==> config.mk <==
export PLATFORM = sky130hd
export DESIGN_NAME = homing_sequencer
export DESIGN_NICKNAME = d
export VERILOG_FILES = /design/src/homing_pkg.sv /design/src/homing_sequencer.sv
export SDC_FILE = /design/constraint.sdc
export NUM_CORES = 1
export LEC_CHECK = 0
export BUFFER_PORTS_ARGS = -buffer_cell sky130_fd_sc_hd__buf_4
export CAP_MARGIN = 20
export CORE_UTILIZATION = 50
export CTS_CLUSTER_DIAMETER = 50
export DETAILED_ROUTE_END_ITERATION = 8
export PLACE_DENSITY = 0.74
export SLEW_MARGIN = 30
export SYNTH_ARGS = -nofsm -noshare
export SYNTH_HDL_FRONTEND = slang
export SYNTH_SLANG_ARGS = --single-unit
==> constraint.sdc <==
create_clock -name pclk -period 3.3 [get_ports pclk]
set_input_delay 0.33 -clock pclk [delete_from_list [all_inputs] [get_ports pclk]]
set_output_delay 0.33 -clock pclk [all_outputs]
set_load 0.02 [all_outputs]
==> src/homing_pkg.sv <==
// shared constants and carrier types for the homing sequencer
package homing_pkg;

  // -------------------------------------------------------------------
  // register byte offsets
  // -------------------------------------------------------------------
  localparam logic [7:0] ADDR_CTRL = 8'h00;
  localparam logic [7:0] ADDR_HIGH_SPEED = 8'h04;
  localparam logic [7:0] ADDR_LOW_SPEED = 8'h08;
  localparam logic [7:0] ADDR_ACCEL = 8'h0C;
  localparam logic [7:0] ADDR_DECEL = 8'h10;
  localparam logic [7:0] ADDR_TIMEOUT = 8'h14;
  localparam logic [7:0] ADDR_OFFSET = 8'h18;
  localparam logic [7:0] ADDR_STATUS = 8'h1C;
  localparam logic [7:0] ADDR_ABS_POS = 8'h20;

  // -------------------------------------------------------------------
  // field positions
  // -------------------------------------------------------------------
  localparam int CTRL_EN_LSB = 0;
  localparam int CTRL_METHOD_LSB = 8;
  localparam int CTRL_OFFMODE_BIT = 16;
  localparam int STAT_BUSY_BIT = 0;
  localparam int STAT_DONE_BIT = 1;
  localparam int STAT_TMO_BIT = 2;
  localparam int STAT_METHOD_BIT = 3;

  // -------------------------------------------------------------------
  // reset values and legal ranges
  // -------------------------------------------------------------------
  localparam logic [1:0] EN_RESET = 2'h0;
  localparam logic [1:0] EN_MAX = 2'h3;
  localparam logic signed [7:0] METHOD_RESET = 8'sh00;
  localparam logic signed [7:0] METHOD_MIN = -8'sh02;
  localparam logic signed [7:0] METHOD_MAX = 8'sh23;
  localparam logic signed [7:0] METHOD_STOP_FWD = -8'sh02;
  localparam logic signed [7:0] METHOD_NEG_LIMIT = 8'sh01;
  localparam logic signed [7:0] METHOD_POS_LIMIT = 8'sh02;
  localparam logic signed [7:0] METHOD_HOME_SW = 8'sh03;
  localparam logic [15:0] HIGH_SPEED_RESET = 16'h0064;
  localparam logic [15:0] HIGH_SPEED_MAX = 16'h1F40;
  localparam logic [15:0] LOW_SPEED_RESET = 16'h000A;
  localparam logic [15:0] LOW_SPEED_MAX = 16'h0BB8;
  localparam logic [31:0] RAMP_RESET = 32'h0000_03E8;
  localparam logic [31:0] RAMP_MAX = 32'h0036_EE80;
  localparam logic [31:0] TIMEOUT_RESET = 32'h0000_EA60;
  localparam logic OFFMODE_RESET = 1'b0;
  localparam logic [31:0] OFFSET_RESET = 32'h0000_0000;

  // -------------------------------------------------------------------
  // timing: one millisecond tick for the timeout
  // -------------------------------------------------------------------
  localparam int CLK_PERIOD_NS = 10;
  localparam int MS_NS = 1000000;
  localparam int MS_CYCLES = MS_NS / CLK_PERIOD_NS;

  // -------------------------------------------------------------------
  // carriers
  // -------------------------------------------------------------------
  typedef struct packed {
    logic active;
    logic dir_fwd;
    logic [15:0] speed_rpm;
  } motion_cmd_t;

  typedef struct packed {
    logic negative_limit_input;
    logic positive_limit_input;
    logic home_switch_input;
    logic z_index;
    logic end_stop;
  } sensor_in_t;

endpackage

==> src/homing_sequencer.sv <==
// homing sequencer with apb register file, search patterns and offset move
// Function
// homing request ignored while interrupt positioning or multi-position run busy
// home is always the z index pulse in the slow phase, whatever the method
// zero target equals home plus offset; zero offset means zero is home
// homing starts only in position mode with servo on
// other position references and repeated requests refused while homing runs
// after home is found the axis moves through the offset to zero
// on completion absolute position monitor loads the offset distance setting
// homing done output asserted on completion
// done output not qualified by control mode or running state
// enable select accepts 0 to 3, defaults to 0
// method select accepts -2 to 35, defaults to 0 meaning no pattern
// high speed 0..8000 default 100; low speed 0..3000 default 10
// accel and decel times 0..3600000 ms, default 1000
// timeout is unsigned 32-bit milliseconds, default 60000
// offset mode accepts 0 and 1, defaults to 0
// offset distance signed 32-bit, default zero
// method -2 searches forward for end stop then z pulse
// method 1 reverse, slow at negative limit rise, reverse, nearest z
// method 2 forward, slow at positive limit rise, reverse, nearest z
// method 3 follows home switch; on-to-off in reverse slows, takes z
// timeout stops homing and flags error without done
`timescale 1ns/1ps
`default_nettype none

module homing_sequencer #(
  parameter int MS_CYCLES = homing_pkg::MS_CYCLES
) (
  // clock and reset
  input wire logic pclk,
  input wire logic presetn,
  // apb slave
  input wire logic psel,
  input wire logic penable,
  input wire logic pwrite,
  input wire logic [7:0] paddr,
  input wire logic [31:0] pwdata,
  output logic [31:0] prdata,
  output logic pready,
  output logic pslverr,
  // drive state and host request
  input wire logic homing_request,
  input wire logic position_mode,
  input wire logic servo_on,
  input wire logic interrupt_pos_busy,
  input wire logic multipos_busy,
  // sensors and position feedback
  input wire homing_pkg::sensor_in_t sensors,
  input wire logic [31:0] encoder_position,
  input wire logic zero_reached,
  // motion outputs
  output homing_pkg::motion_cmd_t motion_cmd,
  output logic [31:0] ramp_accel_ms,
  output logic [31:0] ramp_decel_ms,
  output logic goto_zero,
  output logic [31:0] zero_target,
  output logic pos_ref_accept,
  output logic homing_done_output,
  output logic homing_timeout_error,
  output logic [31:0] absolute_position_monitor
);

  // -------------------------------------------------------------------
  // state and registers
  // -------------------------------------------------------------------
  typedef enum logic [1:0] {ST_IDLE, ST_FAST, ST_SLOW, ST_OFFSET} state_t;

  state_t state_ff;
  logic [1:0] homing_enable_select_ff;
  logic signed [7:0] homing_method_select_ff;
  logic signed [7:0] run_method_ff;
  logic [15:0] homing_high_speed_ff;
  logic [15:0] homing_low_speed_ff;
  logic [31:0] homing_accel_time_ff;
  logic [31:0] homing_decel_time_ff;
  logic [31:0] homing_timeout_ms_ff;
  logic homing_offset_mode_ff;
  logic signed [31:0] homing_offset_distance_ff;
  logic done_ff;
  logic tmo_err_ff;
  logic method_err_ff;
  logic [31:0] abs_pos_ff;
  logic [31:0] home_pos_ff;
  logic [31:0] zero_target_ff;
  logic goto_zero_ff;
  homing_pkg::motion_cmd_t motion_ff;
  logic request_prev_ff;
  logic nl_prev_ff;
  logic pl_prev_ff;
  logic hsw_prev_ff;
  logic [31:0] ms_div_ff;
  logic [31:0] ms_count_ff;

  logic wr_en;
  logic rd_en;
  logic addr_hit;
  logic start_ok;
  logic method_known;
  logic ms_tick;
  logic timed_out;
  logic home_found;
  logic [31:0] nxt_zero_target;

  // -------------------------------------------------------------------
  // apb access decode
  // -------------------------------------------------------------------
  // zero wait states: every access completes in its first access cycle
  assign pready = 1'b1;
  assign wr_en = psel && penable && pwrite;
  assign rd_en = psel && penable && !pwrite;
  assign addr_hit = (paddr == homing_pkg::ADDR_CTRL) || (paddr == homing_pkg::ADDR_HIGH_SPEED)
    || (paddr == homing_pkg::ADDR_LOW_SPEED) || (paddr == homing_pkg::ADDR_ACCEL)
    || (paddr == homing_pkg::ADDR_DECEL) || (paddr == homing_pkg::ADDR_TIMEOUT)
    || (paddr == homing_pkg::ADDR_OFFSET) || (paddr == homing_pkg::ADDR_STATUS)
    || (paddr == homing_pkg::ADDR_ABS_POS);
  assign pslverr = psel && penable && !addr_hit;

  // read mux; unmapped addresses read zero
  always_comb
  begin
    prdata = 32'h0000_0000;
    if (rd_en)
    begin
      unique case (paddr)
        homing_pkg::ADDR_CTRL:
        begin
          prdata[homing_pkg::CTRL_EN_LSB +: 2] = homing_enable_select_ff;
          prdata[homing_pkg::CTRL_METHOD_LSB +: 8] = homing_method_select_ff;
          prdata[homing_pkg::CTRL_OFFMODE_BIT] = homing_offset_mode_ff;
        end
        homing_pkg::ADDR_HIGH_SPEED: prdata[15:0] = homing_high_speed_ff;
        homing_pkg::ADDR_LOW_SPEED: prdata[15:0] = homing_low_speed_ff;
        homing_pkg::ADDR_ACCEL: prdata = homing_accel_time_ff;
        homing_pkg::ADDR_DECEL: prdata = homing_decel_time_ff;
        homing_pkg::ADDR_TIMEOUT: prdata = homing_timeout_ms_ff;
        homing_pkg::ADDR_OFFSET: prdata = homing_offset_distance_ff;
        homing_pkg::ADDR_STATUS:
        begin
          prdata[homing_pkg::STAT_BUSY_BIT] = (state_ff != ST_IDLE);
          prdata[homing_pkg::STAT_DONE_BIT] = done_ff;
          prdata[homing_pkg::STAT_TMO_BIT] = tmo_err_ff;
          prdata[homing_pkg::STAT_METHOD_BIT] = method_err_ff;
        end
        homing_pkg::ADDR_ABS_POS: prdata = abs_pos_ff;
        default: prdata = 32'h0000_0000;
      endcase
    end
  end

  // -------------------------------------------------------------------
  // settings; an out-of-range write is dropped so the old value stays
  // -------------------------------------------------------------------
  always_ff @(posedge pclk or negedge presetn)
  begin
    if (!presetn)
    begin
      homing_enable_select_ff <= homing_pkg::EN_RESET;
      homing_method_select_ff <= homing_pkg::METHOD_RESET;
      homing_offset_mode_ff <= homing_pkg::OFFMODE_RESET;
      homing_high_speed_ff <= homing_pkg::HIGH_SPEED_RESET;
      homing_low_speed_ff <= homing_pkg::LOW_SPEED_RESET;
      homing_accel_time_ff <= homing_pkg::RAMP_RESET;
      homing_decel_time_ff <= homing_pkg::RAMP_RESET;
      homing_timeout_ms_ff <= homing_pkg::TIMEOUT_RESET;
      homing_offset_distance_ff <= homing_pkg::OFFSET_RESET;
    end
    else if (wr_en)
    begin
      if (paddr == homing_pkg::ADDR_CTRL)
      begin
        // enable field is two bits wide so 0..3 always fits
        homing_enable_select_ff <= pwdata[homing_pkg::CTRL_EN_LSB +: 2];
        if ($signed(pwdata[homing_pkg::CTRL_METHOD_LSB +: 8]) >= homing_pkg::METHOD_MIN
          && $signed(pwdata[homing_pkg::CTRL_METHOD_LSB +: 8]) <= homing_pkg::METHOD_MAX)
          homing_method_select_ff <= pwdata[homing_pkg::CTRL_METHOD_LSB +: 8];
        homing_offset_mode_ff <= pwdata[homing_pkg::CTRL_OFFMODE_BIT];
      end
      if (paddr == homing_pkg::ADDR_HIGH_SPEED && pwdata <= 32'(homing_pkg::HIGH_SPEED_MAX))
        homing_high_speed_ff <= pwdata[15:0];
      if (paddr == homing_pkg::ADDR_LOW_SPEED && pwdata <= 32'(homing_pkg::LOW_SPEED_MAX))
        homing_low_speed_ff <= pwdata[15:0];
      if (paddr == homing_pkg::ADDR_ACCEL && pwdata <= homing_pkg::RAMP_MAX)
        homing_accel_time_ff <= pwdata;
      if (paddr == homing_pkg::ADDR_DECEL && pwdata <= homing_pkg::RAMP_MAX)
        homing_decel_time_ff <= pwdata;
      if (paddr == homing_pkg::ADDR_TIMEOUT)
        homing_timeout_ms_ff <= pwdata;
      if (paddr == homing_pkg::ADDR_OFFSET)
        homing_offset_distance_ff <= pwdata;
    end
  end

  // -------------------------------------------------------------------
  // start qualification and sensor edges
  // -------------------------------------------------------------------
  // only the four implemented patterns may run; others flag a method error
  assign method_known = (homing_method_select_ff == homing_pkg::METHOD_STOP_FWD)
    || (homing_method_select_ff == homing_pkg::METHOD_NEG_LIMIT)
    || (homing_method_select_ff == homing_pkg::METHOD_POS_LIMIT)
    || (homing_method_select_ff == homing_pkg::METHOD_HOME_SW);
  // rising edge of the request; shielded by the other motion functions
  assign start_ok = homing_request && !request_prev_ff && (state_ff == ST_IDLE)
    && position_mode && servo_on && (homing_enable_select_ff != 2'h0)
    && !interrupt_pos_busy && !multipos_busy;

  // previous samples for edge detection; inputs are already synchronous
  always_ff @(posedge pclk or negedge presetn)
  begin
    if (!presetn)
    begin
      request_prev_ff <= 1'b0;
      nl_prev_ff <= 1'b0;
      pl_prev_ff <= 1'b0;
      hsw_prev_ff <= 1'b0;
    end
    else
    begin
      request_prev_ff <= homing_request;
      nl_prev_ff <= sensors.negative_limit_input;
      pl_prev_ff <= sensors.positive_limit_input;
      hsw_prev_ff <= sensors.home_switch_input;
    end
  end

  // -------------------------------------------------------------------
  // millisecond timeout; a setting of zero disables the watchdog
  // -------------------------------------------------------------------
  assign ms_tick = (ms_div_ff == 32'(MS_CYCLES - 1));
  assign timed_out = (state_ff != ST_IDLE) && (homing_timeout_ms_ff != 32'h0000_0000)
    && (ms_count_ff >= homing_timeout_ms_ff);

  always_ff @(posedge pclk or negedge presetn)
  begin
    if (!presetn)
    begin
      ms_div_ff <= 32'h0000_0000;
      ms_count_ff <= 32'h0000_0000;
    end
    else if (state_ff == ST_IDLE)
    begin
      ms_div_ff <= 32'h0000_0000;
      ms_count_ff <= 32'h0000_0000;
    end
    else
    begin
      ms_div_ff <= ms_tick ? 32'h0000_0000 : ms_div_ff + 32'h0000_0001;
      if (ms_tick)
        ms_count_ff <= ms_count_ff + 32'h0000_0001;
    end
  end

  // -------------------------------------------------------------------
  // sequencer: search, slow approach, offset move
  // -------------------------------------------------------------------
  // the home is always taken at a z pulse in the slow phase
  assign home_found = (state_ff == ST_SLOW) && sensors.z_index;
  assign nxt_zero_target = encoder_position + homing_offset_distance_ff;

  always_ff @(posedge pclk or negedge presetn)
  begin
    if (!presetn)
    begin
      state_ff <= ST_IDLE;
      run_method_ff <= homing_pkg::METHOD_RESET;
      motion_ff <= '0;
      goto_zero_ff <= 1'b0;
      home_pos_ff <= 32'h0000_0000;
      zero_target_ff <= 32'h0000_0000;
      done_ff <= 1'b0;
      tmo_err_ff <= 1'b0;
      method_err_ff <= 1'b0;
      abs_pos_ff <= 32'h0000_0000;
    end
    else if (timed_out)
    begin
      // stop the axis, leave done low
      state_ff <= ST_IDLE;
      motion_ff <= '0;
      goto_zero_ff <= 1'b0;
      tmo_err_ff <= 1'b1;
    end
    else
    begin
      unique case (state_ff)
        ST_IDLE:
        begin
          if (start_ok && !method_known)
          begin
            method_err_ff <= 1'b1;
            done_ff <= 1'b0;
          end
          else if (start_ok)
          begin
            state_ff <= ST_FAST;
            run_method_ff <= homing_method_select_ff;
            done_ff <= 1'b0;
            tmo_err_ff <= 1'b0;
            method_err_ff <= 1'b0;
            motion_ff.active <= 1'b1;
            motion_ff.speed_rpm <= homing_high_speed_ff;
            // method 3 picks its first direction from the switch
            motion_ff.dir_fwd <= (homing_method_select_ff == homing_pkg::METHOD_STOP_FWD)
              || (homing_method_select_ff == homing_pkg::METHOD_POS_LIMIT)
              || ((homing_method_select_ff == homing_pkg::METHOD_HOME_SW)
                && !sensors.home_switch_input);
          end
        end
        ST_FAST:
        begin
          unique case (run_method_ff)
            homing_pkg::METHOD_STOP_FWD:
              if (sensors.end_stop)
              begin
                // hit and stop, then back off slowly to the nearest z
                state_ff <= ST_SLOW;
                motion_ff.dir_fwd <= 1'b0;
                motion_ff.speed_rpm <= homing_low_speed_ff;
              end
            homing_pkg::METHOD_NEG_LIMIT:
              if (sensors.negative_limit_input && !nl_prev_ff)
              begin
                state_ff <= ST_SLOW;
                motion_ff.dir_fwd <= 1'b1;
                motion_ff.speed_rpm <= homing_low_speed_ff;
              end
            homing_pkg::METHOD_POS_LIMIT:
              if (sensors.positive_limit_input && !pl_prev_ff)
              begin
                state_ff <= ST_SLOW;
                motion_ff.dir_fwd <= 1'b0;
                motion_ff.speed_rpm <= homing_low_speed_ff;
              end
            default:
            begin
              // home switch pattern: slow down on on-to-off in reverse
              if (!sensors.home_switch_input && hsw_prev_ff && !motion_ff.dir_fwd)
              begin
                state_ff <= ST_SLOW;
                motion_ff.speed_rpm <= homing_low_speed_ff;
              end
              else
                motion_ff.dir_fwd <= !sensors.home_switch_input;
            end
          endcase
        end
        ST_SLOW:
        begin
          if (home_found)
          begin
            home_pos_ff <= encoder_position;
            zero_target_ff <= nxt_zero_target;
            motion_ff <= '0;
            if (homing_offset_distance_ff == 32'sh0000_0000)
            begin
              // zero coincides with home: finish at once
              state_ff <= ST_IDLE;
              done_ff <= 1'b1;
              abs_pos_ff <= homing_offset_distance_ff;
            end
            else
            begin
              state_ff <= ST_OFFSET;
              goto_zero_ff <= 1'b1;
            end
          end
        end
        ST_OFFSET:
        begin
          // position loop carries the axis; wait for it to report arrival
          if (zero_reached)
          begin
            state_ff <= ST_IDLE;
            goto_zero_ff <= 1'b0;
            done_ff <= 1'b1;
            abs_pos_ff <= homing_offset_distance_ff;
          end
        end
      endcase
    end
  end

  // -------------------------------------------------------------------
  // outputs
  // -------------------------------------------------------------------
  assign motion_cmd = motion_ff;
  assign ramp_accel_ms = homing_accel_time_ff;
  assign ramp_decel_ms = homing_decel_time_ff;
  assign goto_zero = goto_zero_ff;
  assign zero_target = zero_target_ff;
  assign pos_ref_accept = (state_ff == ST_IDLE);
  // done is the flag alone; mode and servo state do not gate it
  assign homing_done_output = done_ff;
  assign homing_timeout_error = tmo_err_ff;
  assign absolute_position_monitor = abs_pos_ff;

  // -------------------------------------------------------------------
  // assertions
  // -------------------------------------------------------------------
  a_shield_request: assert property (@(posedge pclk) disable iff (!presetn)
    (state_ff == ST_IDLE) && (interrupt_pos_busy || multipos_busy) |=> (state_ff == ST_IDLE))
    else $error("homing started during interrupt or multi-position run");
  a_start_search: assert property (@(posedge pclk) disable iff (!presetn)
    start_ok && method_known && !timed_out |=> (state_ff == ST_FAST) && motion_cmd.active)
    else $error("qualified request did not start the search");
  a_refs_refused: assert property (@(posedge pclk) disable iff (!presetn)
    (state_ff != ST_IDLE) |-> !pos_ref_accept && !start_ok)
    else $error("position reference accepted while homing");
  a_zero_target: assert property (@(posedge pclk) disable iff (!presetn)
    home_found && !timed_out |=> zero_target == $past(nxt_zero_target))
    else $error("zero target is not home plus offset");
  a_offset_move: assert property (@(posedge pclk) disable iff (!presetn)
    $rose(done_ff) |-> $past(state_ff) == ST_OFFSET || $past(homing_offset_distance_ff) == 0)
    else $error("done raised without the offset move");
  a_abs_load: assert property (@(posedge pclk) disable iff (!presetn)
    $rose(homing_done_output) |-> absolute_position_monitor == homing_offset_distance_ff)
    else $error("absolute position not loaded with offset");
  a_done_hold: assert property (@(posedge pclk) disable iff (!presetn)
    homing_done_output && !start_ok |=> homing_done_output)
    else $error("done output dropped without a new homing run");
  a_method1_dir: assert property (@(posedge pclk) disable iff (!presetn)
    (state_ff == ST_FAST) && (run_method_ff == homing_pkg::METHOD_NEG_LIMIT) |-> !motion_cmd.dir_fwd)
    else $error("method 1 fast search not in reverse");
  a_method2_slow: assert property (@(posedge pclk) disable iff (!presetn)
    (state_ff == ST_SLOW) && (run_method_ff == homing_pkg::METHOD_POS_LIMIT)
    |-> !motion_cmd.dir_fwd && motion_cmd.speed_rpm == homing_low_speed_ff)
    else $error("method 2 slow phase wrong direction or speed");
  a_timeout_stop: assert property (@(posedge pclk) disable iff (!presetn)
    timed_out |=> homing_timeout_error && !homing_done_output && !motion_cmd.active)
    else $error("timeout did not stop homing");
  a_cfg_range: assert property (@(posedge pclk) disable iff (!presetn)
    homing_high_speed_ff <= homing_pkg::HIGH_SPEED_MAX && homing_low_speed_ff <= homing_pkg::LOW_SPEED_MAX
    && homing_method_select_ff >= homing_pkg::METHOD_MIN)
    else $error("setting outside its legal range");

endmodule // homing_sequencer

`default_nettype wire

==> qor.txt <==
Synthesis Warnings - 0
Register area share after synthesis - 0.469
Clk root buf - clkbuf_16
Synth Register Bits - 335
Fin. Hold Viols - 0
Die Y - 191 µm
1st-iter DRT viols - 1342
N_diodes - 0
Fin Setup TNS - 0 ns
Fmax - 0.313 GHz
Worst slack, placed - 0.0192 ns
CTS clk-pin slew, worst paths - 0.06 ns
Worst Path Required - 3.72 ns
Post-route antenna net violation count - 0
Placed Cells - 2391
CTS Buffer Depth - 3
Die ar. - 36600 µm²
DR DRC count - 2
Layout Cells excl Fill - 2472
Worst setup margin - 0.106 ns
TritonRoute pass-1 iters - 9
Syn avg cell area - 10.7 µm²
IO Pins - 272
Vias in the first global route - 15000
Clock latency on the worst-skew pair - 0.54 ns
Endpoint class of the critical path - flop
Post-detail-place hpwl - 41100 µm
Lkg Pwr - 11.1 nW
Core region area - 34900 µm²
Final hold slack - 0.0336 ns
Synth Net Count - 1839
Max-cap viol count - 0
Max Clock Skew - 0.0196 ns
Largest net degree at the start of global routing - 102
H-tree levels - 2
RSZ-0062 raised after global routing - false
Wire per inst - 22.5 µm
Slew @ Worst Pin - 1.01 ns
Drt total wl - 55700 µm
Total Power - 12.3 mW
Post-Syn Instances - 1679
Failing checks - DRC
Port buffer count - 270
Final Slew Violations - 0
Pwr per Cell Area - 552 nW/µm²
Register area - 8410 µm²
Initial core utilization - 0.514
Worst hold path type - primary input to flop
Max VDD drop - 0.462 mV
Multi-input logic area - 9000 µm²
Critical path type - flop to flop
Startpoint types - flop
Crit share post-route - 0.968
Fraction of layout cells with a size suffix above 1 - 0.318
Nets - 2145
Die X - 191 µm
Via density - 6.07
Synth unique cells - 75
TritonCTS clock tree - yes
Layout area overhead - 24.8%
Worst rel slew slack - 0.325
Num CTS Buffers - 42
GR Util All Layers - 0.302
Core Rows - 68
Critical path peak fanout - 7
First-pass GRT wire length - 85600 µm
Post-synth EDFFs - 0
Ys async rst share - 1.00
Grt ovf - 0
Core Util, Final - 0.641
Via count - 15000
Placer's final routability congestion estimate - 0.933
Number of fill cells - 2749
Finished Cell Area - 22400 µm²
Top_reg_cell synth - dfrtp_1
Minimum clock period - 3.19 ns
Clock sink count - 335
WP data arrival - 3.61 ns
Status - finished, violations left
Initial antenna violation count - 0
Syn Std Cell Area - 17900 µm²
Placed cell areas - 20800 µm²
Final setup viols - 0
==> layout by cell type, fill, tap and decap left out, types with 17 or more instances in the layout <==
cell,netlist,final
a21boi_0,17,17
a21o_1,29,29
a21oi_1,78,77
a222oi_1,21,21
a22oi_1,35,35
and2_1,28,28
and3_1,21,21
buf_4,3,322
clkbuf_16,0,45
dfrtp_1,311,311
dfstp_2,24,24
ha_1,71,70
inv_1,62,62
mux2_2,149,149
mux2_4,43,43
mux2i_1,18,18
nand2_1,144,144
nand2b_1,26,26
nand3_1,35,35
nand4_1,26,26
nor2_1,121,121
nor4_1,28,25
o21ai_0,74,74
xnor2_1,33,33
xor2_1,46,46
==> sequential cells by signal, indices dropped and copies added (netlist names), 2 cells and up <==
signal	flops
state_ff	2
run_method_ff	8
homing_method_select_ff	8
ramp_decel_ms	32
homing_timeout_ms_ff	32
homing_low_speed_ff	16
absolute_position_monitor	32
homing_offset_distance_ff	32
motion_cmd	18
ms_div_ff	32
homing_high_speed_ff	16
homing_enable_select_ff	2
zero_target	32
ms_count_ff	32
ramp_accel_ms	32
==> cells by family (layout without fill, tap and decap cells) <==
| kind of cell | after synthesis | in the layout | share of synthesized area |
|---|---|---|---|
| AND/OR/NAND/NOR | 495 | 495 | 0.139 |
| AO/OA/AOI/OAI | 346 | 346 | 0.129 |
| flip-flops | 335 | 335 | 0.469 |
| multiplexers | 212 | 212 | 0.141 |
| buffers and inverters | 139 | 477 | 0.0329 |
| XOR/XNOR | 79 | 79 | 0.0386 |
| adder cells (fa/ha/maj) | 72 | 72 | 0.0507 |
| other | 1 | 1 | 0.000209 |
==> metal layers <==
layer,up-vias,track usage,part of all wire
li1,6715,-,-
met1,7472,0.416,0.41
met2,710,0.480,0.46
met3,120,0.0545,0.091
met4,0,0.102,0.033
met5,-,0,0
==> critical path, stage by stage, from the launching register on <==
cell and delay, ns:
dfrtp_1 0.44, ha_2 0.42, nand4_1 0.14, or3_1 0.37, or3_1 0.31, o211ai_1 0.28
a31oi_4 0.23, o31ai_2 0.31, a221oi_1 0.15, xnor2_1 0.15, mux2_2 0.26
==> power breakdown <==
group          switching [mW]  total [mW]  internal [mW]
combinational            1.62        2.90           1.28
sequential              0.240        4.68           4.44
clock                    1.80        4.77           2.97
total                    3.66        12.3           8.68
==> synth_stat cells, drive strengths merged (29+ instances only) <==
cell type | n | area, µm²
dfrtp | 311 | 7780
mux2 | 194 | 2350
nand2 | 144 | 541
nor2 | 122 | 460
a21oi | 78 | 390
o21ai | 77 | 389
ha | 71 | 888
inv | 62 | 233
clkbuf | 57 | 214
xor2 | 46 | 403
nand3 | 37 | 210
a22oi | 35 | 263
xnor2 | 33 | 289
a21o | 29 | 218
nor4 | 29 | 196
==> area by class of cell <==
type	instances	area share
clock buffers	62	0.0563
clock inverters	14	0.00867
inverters	62	0.0104
multi-input cells	1205	0.402
flip-flops and latches	335	0.376
well taps	455	0.0254
repair buffers	339	0.121
==> what timing repair did <==
item | in CTS | in global routing
gates resized for setup | 0 | 9
endpoints found under the hold margin | 92 | 0
hold buffers | 5 | 0
setup endpoints to repair | 0 | 45
buffers inserted | 0 | 0
==> path summary, 6_finish.rpt <==
check                                        startpoint                  endpoint  slack, ns  depth (start not counted)
setup / recovery           homing_offset_distance_ff[8]           zero_target[31]       0.11                         10
hold / removal                               pwdata[24]  homing_timeout_ms_ff[24]       0.03                          3
setup reg to reg           homing_offset_distance_ff[8]           zero_target[31]       0.11                         10
hold reg to reg                            ms_div_ff[0]              ms_div_ff[0]       0.49                          1
max in group asynchronous                       presetn           zero_target[14]       1.87                          3
min in group asynchronous                       presetn              ms_div_ff[4]       0.43                          2
(Power assumes the default switching activity.)
